==> src/verilog/shrb_pkg.sv <==
`default_nettype none
package shrb_pkg;
  // register byte offsets (most significant byte of each word)
  localparam logic [7:0] OFS_EXT_WRITE_ADDRESS   = 8'h02;
  localparam logic [7:0] OFS_EXT_WRITE_DATA_HIGH = 8'h04;
  localparam logic [7:0] OFS_EXT_WRITE_DATA_LOW  = 8'h06;
  localparam logic [7:0] OFS_EXT_WRITE_CONTROL   = 8'h08;
  localparam logic [7:0] OFS_EXT_READ_ADDRESS    = 8'h0a;
  localparam logic [7:0] OFS_EXT_READ_CONTROL    = 8'h0c;
  localparam logic [7:0] OFS_EXT_READ_DATA_HIGH  = 8'h0e;
  localparam logic [7:0] OFS_EXT_READ_DATA_LOW   = 8'h10;
  localparam logic [7:0] OFS_ACTION_CONTROL      = 8'h1e;
  localparam logic [7:0] OFS_ANGLE_OUTPUT        = 8'h20;
  localparam logic [7:0] OFS_DEVICE_STATE        = 8'h22;
  localparam logic [7:0] OFS_FAULT_LATCH         = 8'h24;
  localparam logic [7:0] OFS_CAUTION_LATCH       = 8'h26;
  // field positions
  localparam int BIT_DONE        = 0;
  localparam int BIT_IN_PROGRESS = 8;
  localparam int BIT_TRIGGER     = 15;
  localparam int BIT_FAULT_CLEAR = 8;
  localparam int BIT_CAUTION_CLR = 9;
  localparam int BIT_STATE_CLEAR = 10;
  localparam int BIT_SER_OVR     = 11;
  localparam int BIT_SEL_LSB     = 12;
  localparam int BIT_PARITY      = 12;
  localparam int BIT_LOW_SUPPLY  = 13;
  localparam int BIT_ANY_FAULT   = 14;
  localparam int BIT_ANGLE_VALID = 0;
  localparam int BIT_BOOT_RUN    = 1;
  localparam int BIT_HALL_RUN    = 2;
  localparam int BIT_LOGIC_RUN   = 3;
  localparam int BIT_BOOT_DONE   = 4;
  localparam int BIT_ACTION_DONE = 5;
  localparam int BIT_RESET_FAULT = 0;
  localparam int BIT_ANALOG_LOW  = 2;
  localparam int BIT_DIGITAL_LOW = 3;
  localparam int BIT_OVERFLOW    = 2;
  localparam int BIT_EXEC_FAULT  = 7;
  // memory windows
  localparam logic [7:0] SHADOW_DISTANCE = 8'h40;
  localparam logic [7:0] NVM_FIRST       = 8'h00;
  localparam logic [7:0] NVM_LAST        = 8'h1f;
  localparam logic [7:0] SHADOW_FIRST    = 8'h40;
  localparam logic [7:0] SHADOW_LAST     = 8'h5f;
  // action keys
  localparam logic [7:0] KEY_TURNS  = 8'h46;
  localparam logic [7:0] KEY_HARD   = 8'h5a;
  localparam logic [7:0] KEY_RELOAD = 8'ha5;
  localparam logic [7:0] KEY_TEST   = 8'hb9;
  // action select codes
  localparam logic [3:0] SEL_NONE      = 4'h0;
  localparam logic [3:0] SEL_MARGIN_LO = 4'h1;
  localparam logic [3:0] SEL_MARGIN_HI = 4'h2;
  localparam logic [3:0] SEL_TURNS_LD  = 4'h3;
  localparam logic [3:0] SEL_TURNS_RST = 4'h4;
  localparam logic [3:0] SEL_RELOAD    = 4'h5;
  localparam logic [3:0] SEL_HARD      = 4'h7;
  localparam logic [3:0] SEL_HALL_TEST = 4'h9;
  localparam logic [3:0] SEL_LOGIC_TST = 4'ha;
  localparam logic [3:0] SEL_BOTH_TEST = 4'hb;
  localparam logic [3:0] SEL_PWM_RESMP = 4'hd;
  localparam logic [3:0] SEL_PWM_CLEAR = 4'he;
  localparam logic [3:0] SEL_PWM_BOTH  = 4'hf;
  // timing
  localparam int CLOCK_HZ        = 40_000_000;
  localparam int NVM_WRITE_MS    = 24;
  localparam int NVM_READ_US     = 2;
  localparam int NVM_WRITE_CYC   = CLOCK_HZ / 1000 * NVM_WRITE_MS;
  localparam int NVM_READ_CYC    = CLOCK_HZ / 1_000_000 * NVM_READ_US;
  localparam logic [15:0] RESET_WORD = 16'h0000;
endpackage : shrb_pkg
`default_nettype wire

==> src/verilog/shrb_bank.sv <==
// Behaviour
// - shadow addresses sit 0x40 above nonvolatile
// - 8-bit write address, unlocked writes only
// - write data from two 16-bit halves
// - write trigger starts write, flags progress
// - 8-bit read address, nonvolatile read slower
// - read address may change after logic test/reload
// - read trigger starts read, flags progress
// - read result valid once read-done set
// - key after select; key reads zero
// - margin codes need unlock
// - turns load/reset after turns key
// - reload and hard reset need unlock
// - self-tests start after test key
// - PWM resample and fatal clear codes
// - action done cleared on trigger, set after
// - error/warning clear only read bits
// - status clear drops action/boot done
// - override forces SPI on serial output
// - angle 12 bits, fault flag bit 14
// - odd parity bit 12
// - errors latch; undervoltage re-sets
// - reset error on power-on or hard reset
// - locked write ends with execute fault
// - trigger while busy sets overflow
`timescale 1ns/100ps
`default_nettype none
module shrb_bank #(
  parameter int NVM_WRITE_CYCLES = shrb_pkg::NVM_WRITE_CYC,
  parameter int NVM_READ_CYCLES  = shrb_pkg::NVM_READ_CYC
) (
  input  wire logic        clock,
  input  wire logic        reset_n,
  input  wire logic        reg_write,
  input  wire logic        reg_read,
  input  wire logic [7:0]  reg_addr,
  input  wire logic [15:0] reg_wdata,
  output logic      [15:0] reg_rdata,
  input  wire logic        unlocked,
  input  wire logic [11:0] pll_angle,
  input  wire logic        pll_locked,
  input  wire logic        analog_low_supply,
  input  wire logic        digital_low_supply,
  input  wire logic [15:0] fault_events,
  input  wire logic [15:0] fault_mask,
  input  wire logic        caution_events_other,
  input  wire logic        caution_mask_any,
  output logic      [7:0]  mem_addr,
  output logic      [31:0] mem_wdata,
  output logic             mem_write_stb,
  output logic             mem_read_stb,
  input  wire logic [31:0] mem_rdata,
  input  wire logic        mem_write_fail,
  output logic             margin_low,
  output logic             margin_high,
  output logic             turns_load_stb,
  output logic             turns_reset_stb,
  output logic             reload_stb,
  output logic             hard_reset_stb,
  output logic             hall_test_stb,
  output logic             logic_test_stb,
  output logic             pwm_resample_stb,
  output logic             pwm_fatal_clear_stb,
  input  wire logic        action_busy,
  input  wire logic        boot_running,
  input  wire logic        boot_finished,
  input  wire logic        hall_test_running,
  input  wire logic        logic_test_running,
  input  wire logic        hard_reset_seen,
  input  wire logic        spi_out,
  input  wire logic        alt_out,
  output logic             serial_out
);

  typedef enum logic [2:0] {
    SHRB_IDLE  = 3'b001,
    SHRB_WRITE = 3'b010,
    SHRB_READ  = 3'b100
  } shrb_state_e;

  function automatic logic addr_valid(input logic [7:0] a);
    addr_valid = (a <= shrb_pkg::NVM_LAST) ||
                 (a >= shrb_pkg::SHADOW_FIRST && a <= shrb_pkg::SHADOW_LAST);
  endfunction : addr_valid

  function automatic logic is_nvm(input logic [7:0] a);
    is_nvm = a < shrb_pkg::SHADOW_DISTANCE;
  endfunction : is_nvm

  shrb_state_e state_r;
  logic [7:0]  wr_addr_r;
  logic [15:0] wr_high_r;
  logic [15:0] wr_low_r;
  logic [7:0]  rd_addr_r;
  logic [31:0] rd_data_r;
  logic        wr_done_r;
  logic        rd_done_r;
  logic [24:0] wait_r;
  logic [3:0]  sel_r;
  logic        ser_ovr_r;
  logic        act_done_r;
  logic        act_pending_r;
  logic        boot_done_r;
  logic [15:0] fault_r;
  logic [15:0] fault_seen_r;
  logic [15:0] caution_r;
  logic [15:0] caution_seen_r;
  logic        first_r;
  logic        act_busy_q;

  wire wr_ctl  = reg_write && reg_addr == shrb_pkg::OFS_EXT_WRITE_CONTROL;
  wire rd_ctl  = reg_write && reg_addr == shrb_pkg::OFS_EXT_READ_CONTROL;
  wire act_wr  = reg_write && reg_addr == shrb_pkg::OFS_ACTION_CONTROL;
  wire wr_trig = wr_ctl && reg_wdata[shrb_pkg::BIT_TRIGGER];
  wire rd_trig = rd_ctl && reg_wdata[shrb_pkg::BIT_TRIGGER];
  wire idle    = state_r == SHRB_IDLE;
  wire [7:0] key = reg_wdata[7:0];
  wire [3:0] sel_in = reg_wdata[shrb_pkg::BIT_SEL_LSB +: 4];

  wire wr_ok = unlocked && addr_valid(wr_addr_r);
  wire rd_ok = addr_valid(rd_addr_r);
  wire wait_end = wait_r == '0;
  wire wr_start = wr_trig && idle;
  wire rd_start = rd_trig && idle && !wr_trig;
  wire exec_fault = (wr_start && !wr_ok) || (rd_start && !rd_ok) ||
                    (state_r == SHRB_WRITE && wait_end && mem_write_fail);
  wire overflow = (wr_trig || rd_trig) && (!idle || (wr_trig && rd_trig));

  wire key_written = act_wr && key != 8'h00;
  wire key_turns   = key_written && key == shrb_pkg::KEY_TURNS;
  wire key_reload  = key_written && key == shrb_pkg::KEY_RELOAD;
  wire key_hard    = key_written && key == shrb_pkg::KEY_HARD;
  wire key_test    = key_written && key == shrb_pkg::KEY_TEST;
  wire go_load  = key_turns && sel_r == shrb_pkg::SEL_TURNS_LD;
  wire go_trst  = key_turns && sel_r == shrb_pkg::SEL_TURNS_RST;
  wire go_rel   = key_reload && sel_r == shrb_pkg::SEL_RELOAD && unlocked;
  wire go_hard  = key_hard && sel_r == shrb_pkg::SEL_HARD && unlocked;
  wire go_hall  = key_test && (sel_r == shrb_pkg::SEL_HALL_TEST ||
                               sel_r == shrb_pkg::SEL_BOTH_TEST);
  wire go_logic = key_test && (sel_r == shrb_pkg::SEL_LOGIC_TST ||
                               sel_r == shrb_pkg::SEL_BOTH_TEST);
  wire sel_new  = act_wr && key == 8'h00;
  wire go_resmp = sel_new && (sel_in == shrb_pkg::SEL_PWM_RESMP ||
                              sel_in == shrb_pkg::SEL_PWM_BOTH);
  wire go_fclr  = sel_new && (sel_in == shrb_pkg::SEL_PWM_CLEAR ||
                              sel_in == shrb_pkg::SEL_PWM_BOTH);
  wire go_keyed = go_load || go_trst || go_rel || go_hard || go_hall || go_logic;
  wire act_trig = go_keyed || go_resmp || go_fclr;
  wire act_end  = act_pending_r && !act_busy_q && !action_busy;

  wire rd_fault   = reg_read && reg_addr == shrb_pkg::OFS_FAULT_LATCH;
  wire rd_caution = reg_read && reg_addr == shrb_pkg::OFS_CAUTION_LATCH;
  wire clr_fault  = act_wr && reg_wdata[shrb_pkg::BIT_FAULT_CLEAR];
  wire clr_caut   = act_wr && reg_wdata[shrb_pkg::BIT_CAUTION_CLR];
  wire clr_state  = act_wr && reg_wdata[shrb_pkg::BIT_STATE_CLEAR];

  logic [15:0] fault_set;
  always_comb begin
    fault_set = fault_events;
    fault_set[shrb_pkg::BIT_ANALOG_LOW]  = analog_low_supply;
    fault_set[shrb_pkg::BIT_DIGITAL_LOW] = digital_low_supply;
    fault_set[shrb_pkg::BIT_RESET_FAULT] = first_r || hard_reset_seen;
  end
  logic [15:0] caution_set;
  always_comb begin
    caution_set = '0;
    caution_set[shrb_pkg::BIT_OVERFLOW]   = overflow;
    caution_set[shrb_pkg::BIT_EXEC_FAULT] = exec_fault;
    caution_set[1] = caution_events_other;
  end
  wire [15:0] fault_clr   = clr_fault ? fault_seen_r : 16'h0000;
  wire [15:0] caution_clr = clr_caut ? caution_seen_r : 16'h0000;

  always_ff @(posedge clock or negedge reset_n) begin
    if (!reset_n) begin
      wr_addr_r <= '0;
      wr_high_r <= '0;
      wr_low_r  <= '0;
      ser_ovr_r <= 1'b0;
    end else if (reg_write) begin
      if (reg_addr == shrb_pkg::OFS_EXT_WRITE_ADDRESS) wr_addr_r <= reg_wdata[7:0];
      if (reg_addr == shrb_pkg::OFS_EXT_WRITE_DATA_HIGH) wr_high_r <= reg_wdata;
      if (reg_addr == shrb_pkg::OFS_EXT_WRITE_DATA_LOW) wr_low_r <= reg_wdata;
      if (act_wr && key == 8'h00) ser_ovr_r <= reg_wdata[shrb_pkg::BIT_SER_OVR];
    end
  end

  // read address returns to zero after logic test or reload
  always_ff @(posedge clock or negedge reset_n) begin
    if (!reset_n) begin
      rd_addr_r <= '0;
    end else if (go_logic || go_rel) begin
      rd_addr_r <= '0;
    end else if (reg_write && reg_addr == shrb_pkg::OFS_EXT_READ_ADDRESS) begin
      rd_addr_r <= reg_wdata[7:0];
    end
  end

  always_ff @(posedge clock or negedge reset_n) begin
    if (!reset_n) begin
      state_r   <= SHRB_IDLE;
      wr_done_r <= 1'b0;
      rd_done_r <= 1'b0;
      wait_r    <= '0;
      rd_data_r <= '0;
    end else begin
      unique case (state_r)
        SHRB_IDLE: begin
          if (wr_start) begin
            wr_done_r <= !wr_ok;
            state_r   <= wr_ok ? SHRB_WRITE : SHRB_IDLE;
            wait_r    <= is_nvm(wr_addr_r) ? 25'(NVM_WRITE_CYCLES - 1) : '0;
          end else if (rd_start) begin
            rd_done_r <= !rd_ok;
            state_r   <= rd_ok ? SHRB_READ : SHRB_IDLE;
            wait_r    <= is_nvm(rd_addr_r) ? 25'(NVM_READ_CYCLES - 1) : '0;
          end
        end
        SHRB_WRITE: begin
          if (wait_end) begin
            wr_done_r <= 1'b1;
            state_r   <= SHRB_IDLE;
          end else begin
            wait_r <= wait_r - 25'd1;
          end
        end
        SHRB_READ: begin
          if (wait_end) begin
            rd_data_r <= mem_rdata;
            rd_done_r <= 1'b1;
            state_r   <= SHRB_IDLE;
          end else begin
            wait_r <= wait_r - 25'd1;
          end
        end
        default: state_r <= SHRB_IDLE;
      endcase
    end
  end

  assign mem_addr      = state_r == SHRB_READ ? rd_addr_r : wr_addr_r;
  assign mem_wdata     = {wr_high_r, wr_low_r};
  assign mem_write_stb = state_r == SHRB_WRITE && wait_end && !mem_write_fail;
  assign mem_read_stb  = state_r == SHRB_READ && wait_end;

  always_ff @(posedge clock or negedge reset_n) begin
    if (!reset_n) begin
      sel_r         <= shrb_pkg::SEL_NONE;
      act_done_r    <= 1'b0;
      act_pending_r <= 1'b0;
    end else begin
      if (act_trig) begin
        act_done_r    <= 1'b0;
        act_pending_r <= 1'b1;
      end else if (act_end) begin
        act_done_r    <= 1'b1;
        act_pending_r <= 1'b0;
        sel_r         <= shrb_pkg::SEL_NONE;
      end else if (clr_state) begin
        act_done_r <= 1'b0;
      end
      if (sel_new && !go_resmp && !go_fclr) begin
        sel_r <= ((sel_in == shrb_pkg::SEL_MARGIN_LO || sel_in == shrb_pkg::SEL_MARGIN_HI)
                  && !unlocked) ? shrb_pkg::SEL_NONE : sel_in;
      end
    end
  end

  // one cycle delay so done trails the strobe
  always_ff @(posedge clock or negedge reset_n) begin
    if (!reset_n) begin
      act_busy_q <= 1'b0;
    end else begin
      act_busy_q <= act_trig;
    end
  end

  always_ff @(posedge clock or negedge reset_n) begin
    if (!reset_n) begin
      boot_done_r <= 1'b0;
    end else if (boot_finished) begin
      boot_done_r <= 1'b1;
    end else if (clr_state) begin
      boot_done_r <= 1'b0;
    end
  end

  assign margin_low          = sel_r == shrb_pkg::SEL_MARGIN_LO;
  assign margin_high         = sel_r == shrb_pkg::SEL_MARGIN_HI;
  assign turns_load_stb      = go_load;
  assign turns_reset_stb     = go_trst;
  assign reload_stb          = go_rel;
  assign hard_reset_stb      = go_hard;
  assign hall_test_stb       = go_hall;
  assign logic_test_stb      = go_logic;
  assign pwm_resample_stb    = go_resmp;
  assign pwm_fatal_clear_stb = go_fclr;

  always_ff @(posedge clock or negedge reset_n) begin
    if (!reset_n) begin
      first_r      <= 1'b1;
      fault_r      <= '0;
      fault_seen_r <= '0;
    end else begin
      first_r      <= 1'b0;
      fault_r      <= (fault_r & ~fault_clr) | fault_set;
      fault_seen_r <= rd_fault ? fault_r : (fault_seen_r & ~fault_clr);
    end
  end

  always_ff @(posedge clock or negedge reset_n) begin
    if (!reset_n) begin
      caution_r      <= '0;
      caution_seen_r <= '0;
    end else begin
      caution_r      <= (caution_r & ~caution_clr) | caution_set;
      caution_seen_r <= rd_caution ? caution_r : (caution_seen_r & ~caution_clr);
    end
  end

  wire any_fault = |(fault_r & ~fault_mask) || (|caution_r && !caution_mask_any);
  wire [15:0] angle_raw = {1'b0, any_fault, analog_low_supply || digital_low_supply,
                           1'b0, pll_angle};
  wire [15:0] angle_word = angle_raw | {3'b000, ~^angle_raw, 12'h000};
  wire [15:0] state_word = {10'h000, act_done_r, boot_done_r, logic_test_running,
                            hall_test_running, boot_running, pll_locked};

  always_comb begin
    unique case (reg_addr)
      shrb_pkg::OFS_EXT_WRITE_ADDRESS:   reg_rdata = {8'h00, wr_addr_r};
      shrb_pkg::OFS_EXT_WRITE_DATA_HIGH: reg_rdata = wr_high_r;
      shrb_pkg::OFS_EXT_WRITE_DATA_LOW:  reg_rdata = wr_low_r;
      shrb_pkg::OFS_EXT_WRITE_CONTROL:
        reg_rdata = {7'h00, state_r == SHRB_WRITE, 7'h00, wr_done_r};
      shrb_pkg::OFS_EXT_READ_ADDRESS:    reg_rdata = {8'h00, rd_addr_r};
      shrb_pkg::OFS_EXT_READ_CONTROL:
        reg_rdata = {7'h00, state_r == SHRB_READ, 7'h00, rd_done_r};
      shrb_pkg::OFS_EXT_READ_DATA_HIGH:  reg_rdata = rd_data_r[31:16];
      shrb_pkg::OFS_EXT_READ_DATA_LOW:   reg_rdata = rd_data_r[15:0];
      shrb_pkg::OFS_ACTION_CONTROL:      reg_rdata = {sel_r, ser_ovr_r, 11'h000};
      shrb_pkg::OFS_ANGLE_OUTPUT:        reg_rdata = angle_word;
      shrb_pkg::OFS_DEVICE_STATE:        reg_rdata = state_word;
      shrb_pkg::OFS_FAULT_LATCH:         reg_rdata = fault_r;
      shrb_pkg::OFS_CAUTION_LATCH:       reg_rdata = caution_r;
      default:                           reg_rdata = shrb_pkg::RESET_WORD;
    endcase
  end

  assign serial_out = ser_ovr_r ? spi_out : alt_out;

endmodule : shrb_bank
`default_nettype wire

==> config.mk <==
export PLATFORM = sky130hd
export DESIGN_NAME = shrb_bank
export DESIGN_NICKNAME = d
export VERILOG_FILES = /design/src/verilog/shrb_pkg.sv /design/src/verilog/shrb_bank.sv
export SDC_FILE = /design/constraint.sdc
export NUM_CORES = 1
export LEC_CHECK = 0
export BUFFER_PORTS_ARGS = -buffer_cell sky130_fd_sc_hd__buf_2
export CORE_MARGIN = 2
export CORE_UTILIZATION = 30
export DETAILED_ROUTE_END_ITERATION = 8
export GPL_ROUTABILITY_DRIVEN = 0
export GPL_TIMING_DRIVEN = 0
export PLACE_DENSITY = 0.47
export SLEW_MARGIN = 20
export SYNTH_ARGS = -nofsm -noshare
export SYNTH_HDL_FRONTEND = slang
export SYNTH_SLANG_ARGS = --single-unit
==> constraint.sdc <==
create_clock -name clock -period 8.4 [get_ports clock]
set_input_delay 1.68 -clock clock [delete_from_list [all_inputs] [get_ports clock]]
set_output_delay 1.68 -clock clock [all_outputs]
set_load 0.005 [all_outputs]
==> out/qor.yml <==
antenna_found_initial: 4
clk_pin_slew_ns: 0.08
final_net_count: 1263
synthToLayoutAreaGrowth_pct: 22.7
grt_start_max_net_pins: 79
worst_pin_slew_ns: 1.01
start_util_pct: 30.5
status: "finished, final reports clean"
drc_errors: 0
synth_area_sq_um: 9320
max_cap_violations: 0
nFillCells: 3190
grt_pass1_wl_um: 52900
yosysTopAreaCell: "dfrtp_1"
cp-start-kind: "primary input"
cts_setup_buffers: 0
design.core.area_sq_um: 30600
p_comb_share_pct: 10.0
grt-ovfl-total: 0
p_seq_share_pct: 48.3
maxSlewViolCount: 0
power_leakage_nw: 5.31
synth_area_per_cell_sq_um: 9.95
cts_hold_repair.buffers: 0
yosysSeqAreaShare_pct: 49.4
drtIter0Drc: 658
fin_crit_sh_pct: 75.0
crit_fanout: 10
htree_num_levels: 4
crit_chain: "buf_2 -> nor4_1 -> and2_1 -> clkbuf_1 -> clkbuf_1 -> nand2_1 -> nor2_1 -> a21oi_1 -> o2111ai_1 -> buf_2"
synth_edf_count: 0
clockBufferDepth: 2
synth_cell_types: 66
power.internal_w: 0.00143
synth.area.top_cells: "dfrtp_1, mux2_2, nand2_1"
worst_ep_required_time_ns: 6.72
ant_nets: 0
vdd_drop_max_uv: 152
num_rows: 64
max_freq_mhz: 159
rsz0062_at_grt: "false"
io_buffers: 184
hold_viol: 0
ys_warn_count: 0
cts-resized-gates: 0
post-route-util_pct: 37.4
die-area_sq_um: 32500
cts_num_sinks: 184
cp_num_buf_inv: 4
dp_hpwl_um: 26600
cp_slowest_cell: "nor4_1"
drt-total-wl_um: 34800
cts_made_buffers: 17
vias: 8285
cts_tree: "done"
wl_per_cell_um: 22.4
hold_slack_ns: 0.457
setup_viol: 0
cpPeakStageDelay_ns: 0.81
finalSetupTns_ns: 0
gr-usage-all-layers_pct: 21.4
synth_cells: 936
grt_pass1_vias: 8260
min_period_ns: 6.30
clockRootBuffer: "clkbuf_16"
power.total_w: 0.00198
hold_class: "reg2reg"
cp_data_arrival_time_ns: 4.62
crit_family: "simple AND/OR/NAND/NOR gates"
endpoint_kind: "output port"
avgViaCountPerCell: 5.33
power.density_nw_per_um2: 173
drive_above_1_share_pct: 27.5
synthesis.nets: 1056
clk_latency_ns: 0.44
final_common_cell: "buf_2"
async_flop_share_pct: 100
drt_first_pass_iters: 7
die_y_um: 180
yosys.area.top_type_share_pct: 48.9
die_width_um: 180
clkPwrFrac_pct: 41.7
ys_ff_latch: 184
swShare_pct: 27.9
io_pins: 188
worst_clock_skew_ns: 0.0106
synth-main-ff-cell: "dfrtp_1"
critPathKind: "in2out"
relSlewSlack_pct: 32.5
final_cell_mix: "buf_2, dfrtp_1, nand2_1"
switchingPower_w: 0.000551
-- power groups by stage --
stage          Clock (W)  Combinational (W)  Sequential [W]
2_1_floorplan          0          0.0000954        0.000963
5_1_grt         0.000883           0.000220        0.000960
3_5_place_dp           0           0.000199        0.000971
6_report        0.000824           0.000198        0.000955
3_3_place_gp           0           0.000193        0.000972
4_1_cts         0.000840           0.000199        0.000955
-- metal layers --
layer | routed length, um | vias up | share of wire [%] | global-route usage [%]
met5 | 23 | - | 0.066 | 0
met4 | 835 | 4 | 2.4 | 6.61
met3 | 1950 | 40 | 5.6 | 4.16
met2 | 15700 | 266 | 45 | 33.1
met1 | 16200 | 4133 | 47 | 30.3
li1 | - | 3842 | - | -
-- synth_stat cells, drive strengths merged (15+ instances only) --
| master | count |
|---|---|
| a21o | 18 |
| a21oi | 32 |
| nor2 | 56 |
| mux2 | 78 |
| mux2i | 22 |
| o21ai | 74 |
| nor3 | 26 |
| inv | 25 |
| clkbuf | 43 |
| nand3 | 32 |
| dfrtp | 182 |
| nor4 | 15 |
| nand2 | 123 |
| a22oi | 30 |
-- through the flow --
stage	area, sq um	worst slack [ns]	std cells
after floorplan	9320	3.09	936
after global routing	11400	1.90	1553
after global placement	10700	1.61	1516
final	11400	2.10	1554
after detailed placement	10800	2.20	1520
after CTS	11400	2.20	1552
-- worst register-to-register path, stage by stage (launching register included) --
cell      delay (ns)
dfrtp_1         0.42
or4_4           0.57
or4_1           0.54
o41a_1          0.58
nor2_1          0.54
clkbuf_1        0.44
o21ai_0         0.19
-- final cells by class --
type                       count  area [sq um]  area share (%)
sequential                   184          4610            40.3
multi-input combinational    678          4430            38.8
timing repair buffer         188          1000            8.76
tap                          396           495            4.33
clock buffer                  18           429            3.75
buffer                        49           208            1.82
clock inverter                14           159            1.39
inverter                      25          93.8           0.821
antenna                        2          5.00          0.0438
-- flip-flops by register name, summed over array words and instances, names as in the netlist --
| signal | cells |
|---|---|
| act_busy_q | 1 |
| state_r | 3 |
| rd_data_r | 32 |
| rd_addr_r | 8 |
| first_r | 1 |
| ser_ovr_r | 1 |
| wr_high_r | 16 |
| wr_low_r | 16 |
| caution_seen_r | 16 |
| sel_r | 4 |
| act_done_r | 1 |
| wait_r | 25 |
| caution_r | 16 |
| fault_seen_r | 16 |
| act_pending_r | 1 |
| fault_r | 16 |
| boot_done_r | 1 |
| rd_done_r | 1 |
| wr_done_r | 1 |
| wr_addr_r | 8 |
-- worst paths after layout --
kind | end | depth (start not counted) | start | slack, ns
worst min register to register | caution_r[3]$_DFF_PN0_ | 1 | caution_seen_r[3]$_DFF_PN0_ | 0.46
worst max register to register | wait_r[17]$_DFFE_PN0P_ | 6 | wait_r[15]$_DFFE_PN0P_ | 4.99
worst min-delay path | caution_r[3]$_DFF_PN0_ | 1 | caution_seen_r[3]$_DFF_PN0_ | 0.46
min in group asynchronous | fault_r[6]$_DFF_PN0_ | 1 | reset_n | 1.12
worst max-delay path | reg_rdata[3] | 10 | reg_addr[5] | 2.10
max in group asynchronous | wr_high_r[2]$_DFFE_PN0P_ | 3 | reset_n | 6.15
-- logic make-up after synthesis --
logic type	share of synthesized area (%)
other cells	0.0403
mux	12.0
fa+ha+maj	0.134
simple gates	17.2
flops	49.4
xor+xnor	1.60
compound gates	16.3
buf+inv	3.24
(Power assumes the default switching activity.)
